File: src/logic/phy_pin_regs.svh
// register indices, field positions, reset values and counts
// assumes: included by bare name from the design files
`ifndef PHY_PIN_REGS_SVH
`define PHY_PIN_REGS_SVH

`define INT_CTRL_IDX  8'h1b
`define PHY_CTRL_IDX  8'h1f
`define STRAP_IDX     8'h20

`define INT_EN_LSB    8
`define WAKE_STAT_BIT 7
`define POL_BIT       14
`define WAKE_SEL_BIT  13
`define CLK_EN_BIT    12

`define INT_EN_RST    8'h00
`define INT_STAT_RST  8'h00
`define PHY_CTRL_RST  16'h0000
`define STRAP_RST     5'h00

`define PREAMBLE_LEN  6'h20
`define CMD_LEN       6'h0d
`define TA_LEN        6'h02
`define DATA_LEN      6'h10
`define RD_LAST       6'h12
`define OP_READ       2'b10
`define OP_WRITE      2'b01

`endif

File: src/logic/phy_pin_pkg.sv
// types shared by the pin control logic
// assumes: compiled before every design module
package phy_pin_pkg;
  typedef enum logic [2:0] {
    md_idle,
    md_cmd,
    md_ta_wr,
    md_wr,
    md_rd
  } mdio_state_type;
endpackage

File: src/logic/phy_control_pin_logic.sv
// pin control logic: management port, interrupt/wake pin,
// reference clock output, chip reset and strap capture
// assumes: apb and event inputs on pclk, other pins asynchronous to pclk
//
// How it works
// management data sampled and driven only at management clock edges
// interrupt conditions enabled and status read in interrupt control register
// polarity bit selects active-high interrupt output; active low after reset
// in wake option the pin goes low on a wake-on-lan event
// interrupt and wake pin always driven to both levels
// reference clock output driven when the clock enable option is set
// pulled level on clock output pin latched as indicator style
// chip reset active low; straps captured on its rising edge
// board supplies the reference oscillator the logic runs from
// interrupt pin inactive when nothing enabled pending, again after clearing; in wake option the pin follows the wake status bit, enabled or not
`include "phy_pin_regs.svh"

module phy_control_pin_logic (
  input  wire logic        pclk,
  input  wire logic        presetn,
  input  wire logic        ce,
  input  wire logic        psel,
  input  wire logic        penable,
  input  wire logic        pwrite,
  input  wire logic [11:0] paddr,
  input  wire logic [31:0] pwdata,
  output logic      [31:0] prdata,
  output logic             pready,
  output logic             pslverr,
  input  wire logic [6:0]  event_in,
  input  wire logic        wake_on_lan_event,
  input  wire logic        mdc_in,
  input  wire logic        mdio_in,
  output logic             mdio_out,
  output logic             mdio_oe_n,
  input  wire logic        chip_reset_n_in,
  input  wire logic [2:0]  phy_addr_strap_in,
  input  wire logic        clk125_en_strap_in,
  input  wire logic        clk125_in,
  input  wire logic        ref_clock_out_in,
  output logic             ref_clock_out_out,
  output logic             ref_clock_out_oe_n,
  output logic             wake_event_out,
  output logic             irq
);

  ////////////////////////////////////////////////////////////
  // pin synchronisers and edge detection

  logic [7:0] pins_s;
  logic       mdc_s;
  logic       mdio_s;
  logic       rst_s;
  logic [2:0] phyad_s;
  logic       clk_strap_s;
  logic       led_strap_s;
  logic       mdc_d_reg;
  logic       rst_d_reg;
  logic       mdc_rise;
  logic       mdc_fall;
  logic       rst_rise;

  pin_sync #(
    .WIDTH(8)
  ) u_pin_sync (
    .pclk     (pclk),
    .presetn  (presetn),
    .ce       (ce),
    .async_in ({ref_clock_out_in, clk125_en_strap_in, phy_addr_strap_in,
                chip_reset_n_in, mdio_in, mdc_in}),
    .sync_out (pins_s)
  );

  assign mdc_s       = pins_s[0];
  assign mdio_s      = pins_s[1];
  assign rst_s       = pins_s[2];
  assign phyad_s     = pins_s[5:3];
  assign clk_strap_s = pins_s[6];
  assign led_strap_s = pins_s[7];

  always_ff @(posedge pclk or negedge presetn) begin
    if (!presetn) begin
      mdc_d_reg <= 1'b0;
      rst_d_reg <= 1'b0;
    end else if (ce) begin
      mdc_d_reg <= mdc_s;
      rst_d_reg <= rst_s;
    end
  end

  // edges of the management clock
  assign mdc_rise = mdc_s & ~mdc_d_reg;
  assign mdc_fall = ~mdc_s & mdc_d_reg;
  assign rst_rise = rst_s & ~rst_d_reg;

  ////////////////////////////////////////////////////////////
  // strap capture

  logic [4:0] strap_reg;

  // capture on reset release
  always_ff @(posedge pclk or negedge presetn) begin
    if (!presetn) begin
      strap_reg <= `STRAP_RST;
    end else if (ce && rst_rise) begin
      // indicator style strap
      strap_reg <= {phyad_s, clk_strap_s, led_strap_s};
    end
  end

  ////////////////////////////////////////////////////////////
  // register write port shared by apb and management frames

  logic [7:0]  int_en_reg;
  logic [7:0]  int_stat_reg;
  logic [15:0] phy_ctrl_reg;
  logic [7:0]  apb_idx;
  logic        apb_hit;
  logic        apb_wr;
  logic        md_wr_pend_reg;
  logic [4:0]  md_addr_reg;
  logic [15:0] md_wdata_reg;
  logic        wr_go;
  logic [7:0]  wr_idx;
  logic [15:0] wr_data;
  logic [7:0]  stat_clr;
  logic [7:0]  stat_set;

  function automatic logic [15:0] rd_mux(input logic [7:0] idx);
    case (idx)
      `INT_CTRL_IDX: rd_mux = {int_en_reg, int_stat_reg};
      `PHY_CTRL_IDX: rd_mux = phy_ctrl_reg;
      `STRAP_IDX:    rd_mux = {11'h000, strap_reg};
      default:       rd_mux = 16'h0000;
    endcase
  endfunction

  assign apb_idx = paddr[9:2];
  assign apb_hit = (paddr[11:10] == 2'h0) && (paddr[1:0] == 2'h0) &&
                   ((apb_idx == `INT_CTRL_IDX) || (apb_idx == `PHY_CTRL_IDX) ||
                    (apb_idx == `STRAP_IDX));
  assign pready  = 1'b1;
  assign pslverr = psel & penable & ~apb_hit;
  assign apb_wr  = psel & penable & pwrite & apb_hit;

  // apb wins; a pending frame write waits one cycle
  always_comb begin
    wr_go   = 1'b0;
    wr_idx  = 8'h00;
    wr_data = 16'h0000;
    if (apb_wr) begin
      wr_go   = 1'b1;
      wr_idx  = apb_idx;
      wr_data = pwdata[15:0];
    end else if (md_wr_pend_reg) begin
      wr_go   = 1'b1;
      wr_idx  = {3'h0, md_addr_reg};
      wr_data = md_wdata_reg;
    end
  end

  always_ff @(posedge pclk or negedge presetn) begin
    if (!presetn) begin
      prdata <= 32'h0000_0000;
    end else if (ce && psel && !penable && !pwrite) begin
      // refused reads return zero
      prdata <= apb_hit ? {16'h0000, rd_mux(apb_idx)} : 32'h0000_0000;
    end
  end

  ////////////////////////////////////////////////////////////
  // interrupt control and status

  assign stat_set = {wake_on_lan_event, event_in};
  assign stat_clr = (wr_go && wr_idx == `INT_CTRL_IDX) ? wr_data[7:0] : 8'h00;

  // enables and sticky status, set wins over clear
  always_ff @(posedge pclk or negedge presetn) begin
    if (!presetn) begin
      int_en_reg   <= `INT_EN_RST;
      int_stat_reg <= `INT_STAT_RST;
    end else if (ce) begin
      if (!rst_s) begin
        int_en_reg   <= `INT_EN_RST;
        int_stat_reg <= `INT_STAT_RST;
      end else begin
        if (wr_go && wr_idx == `INT_CTRL_IDX) begin
          int_en_reg <= wr_data[15:`INT_EN_LSB];
        end
        int_stat_reg <= (int_stat_reg & ~stat_clr) | stat_set;
      end
    end
  end

  // polarity and option control, clock enable from strap
  always_ff @(posedge pclk or negedge presetn) begin
    if (!presetn) begin
      phy_ctrl_reg <= `PHY_CTRL_RST;
    end else if (ce) begin
      if (!rst_s) begin
        phy_ctrl_reg <= `PHY_CTRL_RST;
      end else if (rst_rise) begin
        phy_ctrl_reg <= `PHY_CTRL_RST | ({15'h0000, clk_strap_s} << `CLK_EN_BIT);
      end else if (wr_go && wr_idx == `PHY_CTRL_IDX) begin
        phy_ctrl_reg <= wr_data;
      end
    end
  end

  logic int_act;
  assign int_act = |(int_stat_reg & int_en_reg);

  // push-pull pin, driven both ways
  // irq inactive unless enabled status pending; in wake option the pin follows the wake status bit, enabled or not
  always_ff @(posedge pclk or negedge presetn) begin
    if (!presetn) begin
      irq            <= 1'b0;
      wake_event_out <= 1'b1;
    end else if (ce) begin
      irq <= int_act;
      if (phy_ctrl_reg[`WAKE_SEL_BIT]) begin
        // low on wake event
        wake_event_out <= ~int_stat_reg[`WAKE_STAT_BIT];
      end else begin
        // selectable polarity
        wake_event_out <= phy_ctrl_reg[`POL_BIT] ? int_act : ~int_act;
      end
    end
  end

  ////////////////////////////////////////////////////////////
  // reference clock output

  // gated clock; enable bit and chip reset switch the gate at any phase of clk125_in
  // in a real part this gate would be a glitch-free clock cell
  assign ref_clock_out_out  = clk125_in & phy_ctrl_reg[`CLK_EN_BIT] & rst_s;
  // released during chip reset so the pull level shows
  assign ref_clock_out_oe_n = ~(phy_ctrl_reg[`CLK_EN_BIT] & rst_s);

  ////////////////////////////////////////////////////////////
  // management frame slave

  phy_pin_pkg::mdio_state_type state_reg;
  logic [5:0]  cnt_reg;
  logic [15:0] sh_reg;
  logic [12:0] cmd;
  logic        cmd_ok;

  assign cmd    = {sh_reg[11:0], mdio_s};
  assign cmd_ok = cmd[12] && (cmd[9:5] == {2'h0, strap_reg[4:2]});

  always_ff @(posedge pclk or negedge presetn) begin
    if (!presetn) begin
      state_reg      <= phy_pin_pkg::md_idle;
      cnt_reg        <= 6'h00;
      sh_reg         <= 16'h0000;
      md_addr_reg    <= 5'h00;
      md_wdata_reg   <= 16'h0000;
      md_wr_pend_reg <= 1'b0;
      mdio_out       <= 1'b1;
      mdio_oe_n      <= 1'b1;
    end else if (ce) begin
      if (md_wr_pend_reg && !apb_wr) begin
        md_wr_pend_reg <= 1'b0;
      end
      if (!rst_s) begin
        state_reg <= phy_pin_pkg::md_idle;
        cnt_reg   <= 6'h00;
        mdio_oe_n <= 1'b1;
      end else begin
        case (state_reg)
          phy_pin_pkg::md_idle: begin
            // sampled on rising edge
            if (mdc_rise) begin
              if (mdio_s) begin
                if (cnt_reg != `PREAMBLE_LEN) begin
                  cnt_reg <= cnt_reg + 6'h01;
                end
              end else if (cnt_reg == `PREAMBLE_LEN) begin
                state_reg <= phy_pin_pkg::md_cmd;
                cnt_reg   <= 6'h00;
              end else begin
                cnt_reg <= 6'h00;
              end
            end
          end
          phy_pin_pkg::md_cmd: begin
            if (mdc_rise) begin
              sh_reg  <= {sh_reg[14:0], mdio_s};
              cnt_reg <= cnt_reg + 6'h01;
              if (cnt_reg == `CMD_LEN - 6'h01) begin
                md_addr_reg <= cmd[4:0];
                cnt_reg     <= 6'h00;
                if (cmd_ok && cmd[11:10] == `OP_READ) begin
                  sh_reg    <= rd_mux({3'h0, cmd[4:0]});
                  state_reg <= phy_pin_pkg::md_rd;
                end else if (cmd_ok && cmd[11:10] == `OP_WRITE) begin
                  state_reg <= phy_pin_pkg::md_ta_wr;
                end else begin
                  state_reg <= phy_pin_pkg::md_idle;
                end
              end
            end
          end
          phy_pin_pkg::md_ta_wr: begin
            if (mdc_rise) begin
              cnt_reg <= cnt_reg + 6'h01;
              if (cnt_reg == `TA_LEN - 6'h01) begin
                cnt_reg   <= 6'h00;
                state_reg <= phy_pin_pkg::md_wr;
              end
            end
          end
          phy_pin_pkg::md_wr: begin
            if (mdc_rise) begin
              sh_reg  <= {sh_reg[14:0], mdio_s};
              cnt_reg <= cnt_reg + 6'h01;
              if (cnt_reg == `DATA_LEN - 6'h01) begin
                md_wdata_reg   <= {sh_reg[14:0], mdio_s};
                md_wr_pend_reg <= 1'b1;
                cnt_reg        <= 6'h00;
                state_reg      <= phy_pin_pkg::md_idle;
              end
            end
          end
          phy_pin_pkg::md_rd: begin
            // driven on falling edge, sampled by master on rising
            if (mdc_fall) begin
              cnt_reg <= cnt_reg + 6'h01;
              if (cnt_reg == 6'h01) begin
                mdio_out  <= 1'b0;
                mdio_oe_n <= 1'b0;
              end else if (cnt_reg == `RD_LAST) begin
                mdio_out  <= 1'b1;
                mdio_oe_n <= 1'b1;
                cnt_reg   <= 6'h00;
                state_reg <= phy_pin_pkg::md_idle;
              end else if (cnt_reg != 6'h00) begin
                mdio_out <= sh_reg[15];
                sh_reg   <= {sh_reg[14:0], 1'b0};
              end
            end
          end
          default: begin
            state_reg <= phy_pin_pkg::md_idle;
            cnt_reg   <= 6'h00;
            mdio_oe_n <= 1'b1;
          end
        endcase
      end
    end
  end

endmodule

File: src/logic/pin_sync.sv
// two-flop synchroniser for a group of asynchronous pins
// assumes: pclk domain, asynchronous active-low reset
module pin_sync #(
  parameter int WIDTH = 8
) (
  input  wire logic             pclk,
  input  wire logic             presetn,
  input  wire logic             ce,
  input  wire logic [WIDTH-1:0] async_in,
  output logic      [WIDTH-1:0] sync_out
);

  logic [WIDTH-1:0] meta_reg;

  genvar i;
  generate
    for (i = 0; i < WIDTH; i = i + 1) begin : g_bit
      always_ff @(posedge pclk or negedge presetn) begin
        if (!presetn) begin
          meta_reg[i] <= 1'b0;
          sync_out[i] <= 1'b0;
        end else if (ce) begin
          meta_reg[i] <= async_in[i];
          sync_out[i] <= meta_reg[i];
        end
      end
    end
  endgenerate

endmodule

File: config.mk
export PLATFORM = sky130hd
export DESIGN_NAME = phy_control_pin_logic
export DESIGN_NICKNAME = d
export VERILOG_FILES = /design/src/logic/phy_pin_pkg.sv /design/src/logic/phy_control_pin_logic.sv /design/src/logic/pin_sync.sv
export VERILOG_INCLUDE_DIRS = /design/src /design/src/logic
export SDC_FILE = /design/constraint.sdc
export NUM_CORES = 1
export LEC_CHECK = 0
export ABC_AREA = 1
export BUFFER_PORTS_ARGS = -buffer_cell sky130_fd_sc_hd__buf_4
export CAP_MARGIN = 0
export CORE_MARGIN = 1.5
export CORE_UTILIZATION = 52
export DETAILED_ROUTE_END_ITERATION = 8
export PLACE_DENSITY = 0.77
export SYNTH_ARGS = -nofsm -noshare
export SYNTH_HDL_FRONTEND = slang
export SYNTH_SLANG_ARGS = --single-unit
File: constraint.sdc
create_clock -name pclk -period 1.6 [get_ports pclk]
set_input_delay 0.32 -clock pclk [delete_from_list [all_inputs] [get_ports pclk]]
set_output_delay 0.32 -clock pclk [all_outputs]
set_load 0.02 [all_outputs]
Yosys cells after proc, flatten, opt, wreduce, memory -nomap -nowiden --
Cells that the tools add are included.
Cells by class: multipliers 0, bitwise logic cells 21, $lt $le $gt $ge 0, muxes and demuxes 70, reductions and logical operators 34, shift operators 0, add/sub/neg operators 1, div/mod/pow operators 0, equality and inequality tests 43
Operator list (count):
- 16-bit 2-to-1 mux | 14
- 16-bit one-hot mux with 3 select lines | 2
- 6-bit 2-to-1 mux | 13
- 3-bit 2-to-1 mux | 14
- 8-bit 2-to-1 mux | 5
- 3-bit != test, second input constant | 13
- 8-bit by 5-bit == test with 1-bit output, second input constant | 4
- 16-bit one-hot mux with 2 select lines | 1
- 6-bit one-hot mux with 5 select lines | 1
- 8-bit bitwise AND | 2
- 1-bit 2-to-1 mux | 16
- 2-bit != test, second input constant | 8
- 3-bit one-hot mux with 5 select lines | 1
- 5-bit AND reduction | 3
- 13-bit AND reduction | 1
- 6-bit by 4-bit == test with 1-bit output, second input constant | 2
- 1-bit logical AND | 12
- 1-bit bitwise AND | 10
- 5-bit == test, second input constant | 2
- 9-bit AND reduction | 1
- 8-bit by 6-bit == test with 1-bit output, second input constant | 1
- 4-bit != test, second input constant | 2
- 8-bit inverter | 1
- 8-bit bitwise OR | 1
- other kinds (26) | 39
Word-level totals: bits in latches 0, input port bits 67, memory bits (read-only) 0, memories kept 0, output and inout bits 40, word-level logic and storage cells 202, register bits 138, RAM bits 0

Longest topological paths before layout --
depth in word-level cells 13, gate-level depth with buffers 15, depth with buffers taken out 13

Hierarchy --
A second synthesis with hierarchy kept.
Unflattened totals: cells, all modules 929, area total of the unflattened synthesis 6941.7 sq um
By module, submodules not included:
- phy_control_pin_logic | sequential area each 2656.3 sq um, times used 1, cells each 861, area each 6279.8 sq um
- pin_sync | sequential area each 400.4 sq um, times used 1, cells each 68, area each 661.9 sq um

Worst setup path before layout --
Ideal clock, no wire load.
kind flip-flop to output port, start point register u_pin_sync.sync_out[2], end point output ref_clock_out_out, buffers on the path 3, data required time 1280 ps, data arrival time 1541 ps, stages on the path, launching flop included 6, setup slack -261 ps, cell sequence dfrtp_1 buf_2 clkbuf_1 clkbuf_1 nand2_1 nor2_1
Between the ends: cells in the longest elaborated chain, start to end 1
RTL lines:
- start, declared | line pin_sync.sv:10 | output logic [WIDTH-1:0] sync_out
- start signal, assigned by index | line pin_sync.sv:24 | sync_out[i] <= meta_reg[i];
- 1-bit bitwise AND | line phy_control_pin_logic.sv:236 | assign ref_clock_out_out = clk125_in & phy_ctrl_reg[`CLK_EN_BIT] & rst_s;
- end, declared | line phy_control_pin_logic.sv:41 | output logic ref_clock_out_out,
Every way passes these cells.

Final worst setup path --
start point register sh_reg[7], end point register sh_reg[6]
Between the ends: cells in the longest elaborated chain, start to end 7
RTL lines:
- start, declared | line phy_control_pin_logic.sv:245 | logic [15:0] sh_reg;
- start signal, assigned | line phy_control_pin_logic.sv:289 | sh_reg <= {sh_reg[14:0], mdio_s};
- start signal, assigned | line phy_control_pin_logic.sv:295 | sh_reg <= rd_mux({3'h0, cmd[4:0]});
- start signal, assigned | line phy_control_pin_logic.sv:316 | sh_reg <= {sh_reg[14:0], mdio_s};
- 5-bit by 3-bit == test with 1-bit output | line phy_control_pin_logic.sv:250 | assign cmd_ok = cmd[12] && (cmd[9:5] == {2'h0, strap_reg[4:2]});
- 1-bit logical AND | line phy_control_pin_logic.sv:250
- 1-bit logical AND (no line)
- 16-bit 2-to-1 mux | line phy_control_pin_logic.sv:294 | if (cmd_ok && cmd[11:10] == `OP_READ) begin
- 16-bit 2-to-1 mux | line phy_control_pin_logic.sv:291 | if (cnt_reg == `CMD_LEN - 6'h01) begin
- 16-bit 2-to-1 mux | line phy_control_pin_logic.sv:288 | if (mdc_rise) begin
- 16-bit one-hot mux with 3 select lines | line phy_control_pin_logic.sv:271 | case (state_reg)
Every way passes these cells. The select of a mux whose other input is x is not followed. A chain may end at the register's enable or synchronous reset.

==> impl_results.md <==
- CP dominant cell by count: nand2_1
- Largest net degree at the start of global routing: 32
- Number of global-route vias before repair: 6,622
- Classification of the worst-slack hold path: input port to flop
- Area occupied by multi-input gates: 3410 um2
- Residual DRC: 0
- Post-Route WL: 21,200 um
- Commonest cells in the synthesized netlist: 300 x nand2_1, 122 x inv_1, 119 x dfrtp_1, 62 x nand3_1, 60 x o21ai_0
- Antenna violations before repair: 0
- GR Overflow Total: 0
- Die Wd: 117 um
- CP Cell Sequence: nor3_2, nand4_1, nor2_2, nand2_2, inv_2, buf_4, nand3_1, nand2_1, nand2_1, o21ai_1
- DR vias: between 7,000 and 8,000
- Status: finished with violations
- Tmin final: between 1500 and 2000 ps
- Worst skew pair latency: about 420 ps
- Maximum fanout along the worst path: 6
- CTS tree: built
- Leak pwr: roughly 0.0047 uW
- CTS H-tree depth: 4
- IO Port Bufs: 73
- Critical-path top delay cell: dfrtp_1
- Main flop type after synthesis: dfrtp_1
- Reg clk slew, reported paths: roughly 50 ps
- PwrDens: 1130 nW/um2
- Synthesized cell area: ~6700 um2
- FF+latch count, synth: 122
- Crit. path cell count: 10
- Sequential-to-total area share from yosys stat: 0.455
- First-pass GRT wire length: around 33,000 um
- Synth Instances: between 900 and 1,000
- Synthesized area per cell: 7.29 um2
- Clock skew: approximately 8.5 ps
- Final setup fails: 36
- Top-count cell post-synth: nand2_1
- Initial Util: 0.532
- # diodes: 0
- Placed cells: around 1,200
- Final Util: 0.747
- CP required: 1940 ps
- Largest cells by area after synthesis: dfrtp_1 44%, nand2_1 17%, inv_1 6.8%
- Synth area leader: dfrtp_1
- Max-cap violations: 0
- Clk sinks: 122
- Final Wtd Congestion: slightly above 0.9
- Critical path class: flop to flop
- Die Y: roughly 120 um
- Final Hold Fails: 0
- FF+latch area: about 3000 um2
- Netlist cell types: 38
- Fmax: 551 MHz
- Vias per inst: between 5 and 6
- Slew Limit Fails: 0
- Starting DRT DRC Count: between 700 and 800
- Post-synth top area share: 0.443
- Async SR Flop Fraction: 1.00
- Post-route ant nets: 0
- Worst Path Arrival: about 2200 ps
- RSZ-0062 raised after global routing: true
- Setup TNS: -3530 ps
- Crit share post-route: 1.13
- # fillers: just over 900
- Non-filler cells, final: around 1,300
- Peak VDD IR: roughly 1000 uV
- Top Family by Delay on Critical Path: simple AND/OR/NAND/NOR gates
- P&R area growth vs syn: 40.5%
- Worst Setup End Kind: flop
- Inserted Clock Buffers: 17
- GRT Resource Usage Total: 0.318
- # rows: 41
- Max Root-Sink Buffers: 2
- CP bufs+invs: 2
- Nets: 1,168
- WHS Path Cells: 3
- WL per Instance: approximately 17 um
- Worst setup slack after layout: -214 ps
- CORE AREA: about 13,000 um2
- Clock root buffer: clkbuf_16
- Reg2Reg Depth: 10
- Pre-antenna DRT Iters: 6
- I/O pin total: 107
- DIE AREA: 13,600 um2
- Yosys warning count: 0
- Total power: ~11,000 uW
- FF-to-FF setup slack: -210 ps
- Post-DP HPWL: around 14,000 um
- Post-synth EDFFs: 0
- Slowest Stage Delay on Critical Path: between 300 and 400 ps
- Failing checks: setup timing
- Share of layout cells above drive strength 1: 0.317
- CP startpoint kind: flop
## final timing paths
check                                        from                      to
max                                     sh_reg[7]               sh_reg[6]
min                          phy_addr_strap_in[2]  u_pin_sync.meta_reg[5]
max reg2reg                             sh_reg[7]               sh_reg[6]
min reg2reg                u_pin_sync.meta_reg[3]  u_pin_sync.meta_reg[3]
max in group asynchronous                 presetn               mdio_oe_n
min in group asynchronous                 presetn               prdata[6]
## where the power goes
| group | switching (uW) | internal (uW) | leakage (uW) |
|---|---|---|---|
| Combinational | 1600 | 1250 | 0.00283 |
| Clock | 1350 | 2720 | 0.000311 |
| Sequential | 334 | 3450 | 0.00160 |
## cell usage in the layout, fill, tap and decap left out, drive strengths merged, types with 4 or more instances in the layout
cell,n
ha,4
o22ai,30
clkbuf,25
o221ai,5
a21oi,10
buf,193
nand2,308
conb,17
nor2,51
nand4,27
dfrtp,119
nor3,8
inv,131
o21ai,83
nand3,64
a31oi,5
## layer usage
metal	GRT usage	part of all wire
met5	0	0
met4	0.137	0.037
met3	0.0535	0.086
met2	0.513	0.48
met1	0.427	0.40
## cell families (layout without fill, tap and decap cells)
group | after synthesis | in the layout | share of synthesized area
AOI/OAI and AO/OA | 139 | 139 | 0.117
xor gates and xnor gates | 5 | 5 | 0.00652
adders and majority gates | 4 | 4 | 0.00745
buffers and inverters | 184 | 357 | 0.117
DFF | 122 | 122 | 0.455
other | 2 | 17 | 0.00112
and+or+nand+nor | 465 | 465 | 0.296
## stage by stage
step           setup WS (ps)  hold slack (ps)  instance area [um2]
2_1_floorplan          -75.8             24.4                 6800
5_1_grt                 -275             95.2                 9430
3_5_place_dp            -225              262                 8070
4_1_cts                -95.0             89.0                 9060
3_3_place_gp            -200              264                 8070
6_report                -214             96.8                 9430
## worst min-delay path: cells and delay by family
| family | cells | cell delay, ps |
|---|---|---|
| buffers and inverters | 1 | 80 |
| AND/OR/NAND/NOR | 2 | 90 |
## timing repair
action	in CTS	in global routing
pin swaps	23	18
gates cloned	2	1
setup endpoints to repair	51	75
setup buffers	14	7
gates resized for setup	78	99
hold buffers	1	0
hold endpoints to repair	18	0
## layout make-up
type,count,share of cell area
clock buffers,25,0.0557
clock inverters,6,0.0114
inverters,132,0.0528
multi-input cells,630,0.362
flip-flops and latches,122,0.324
well taps,172,0.0228
repair buffers,194,0.172
Power figures use the tool's default switching activity.
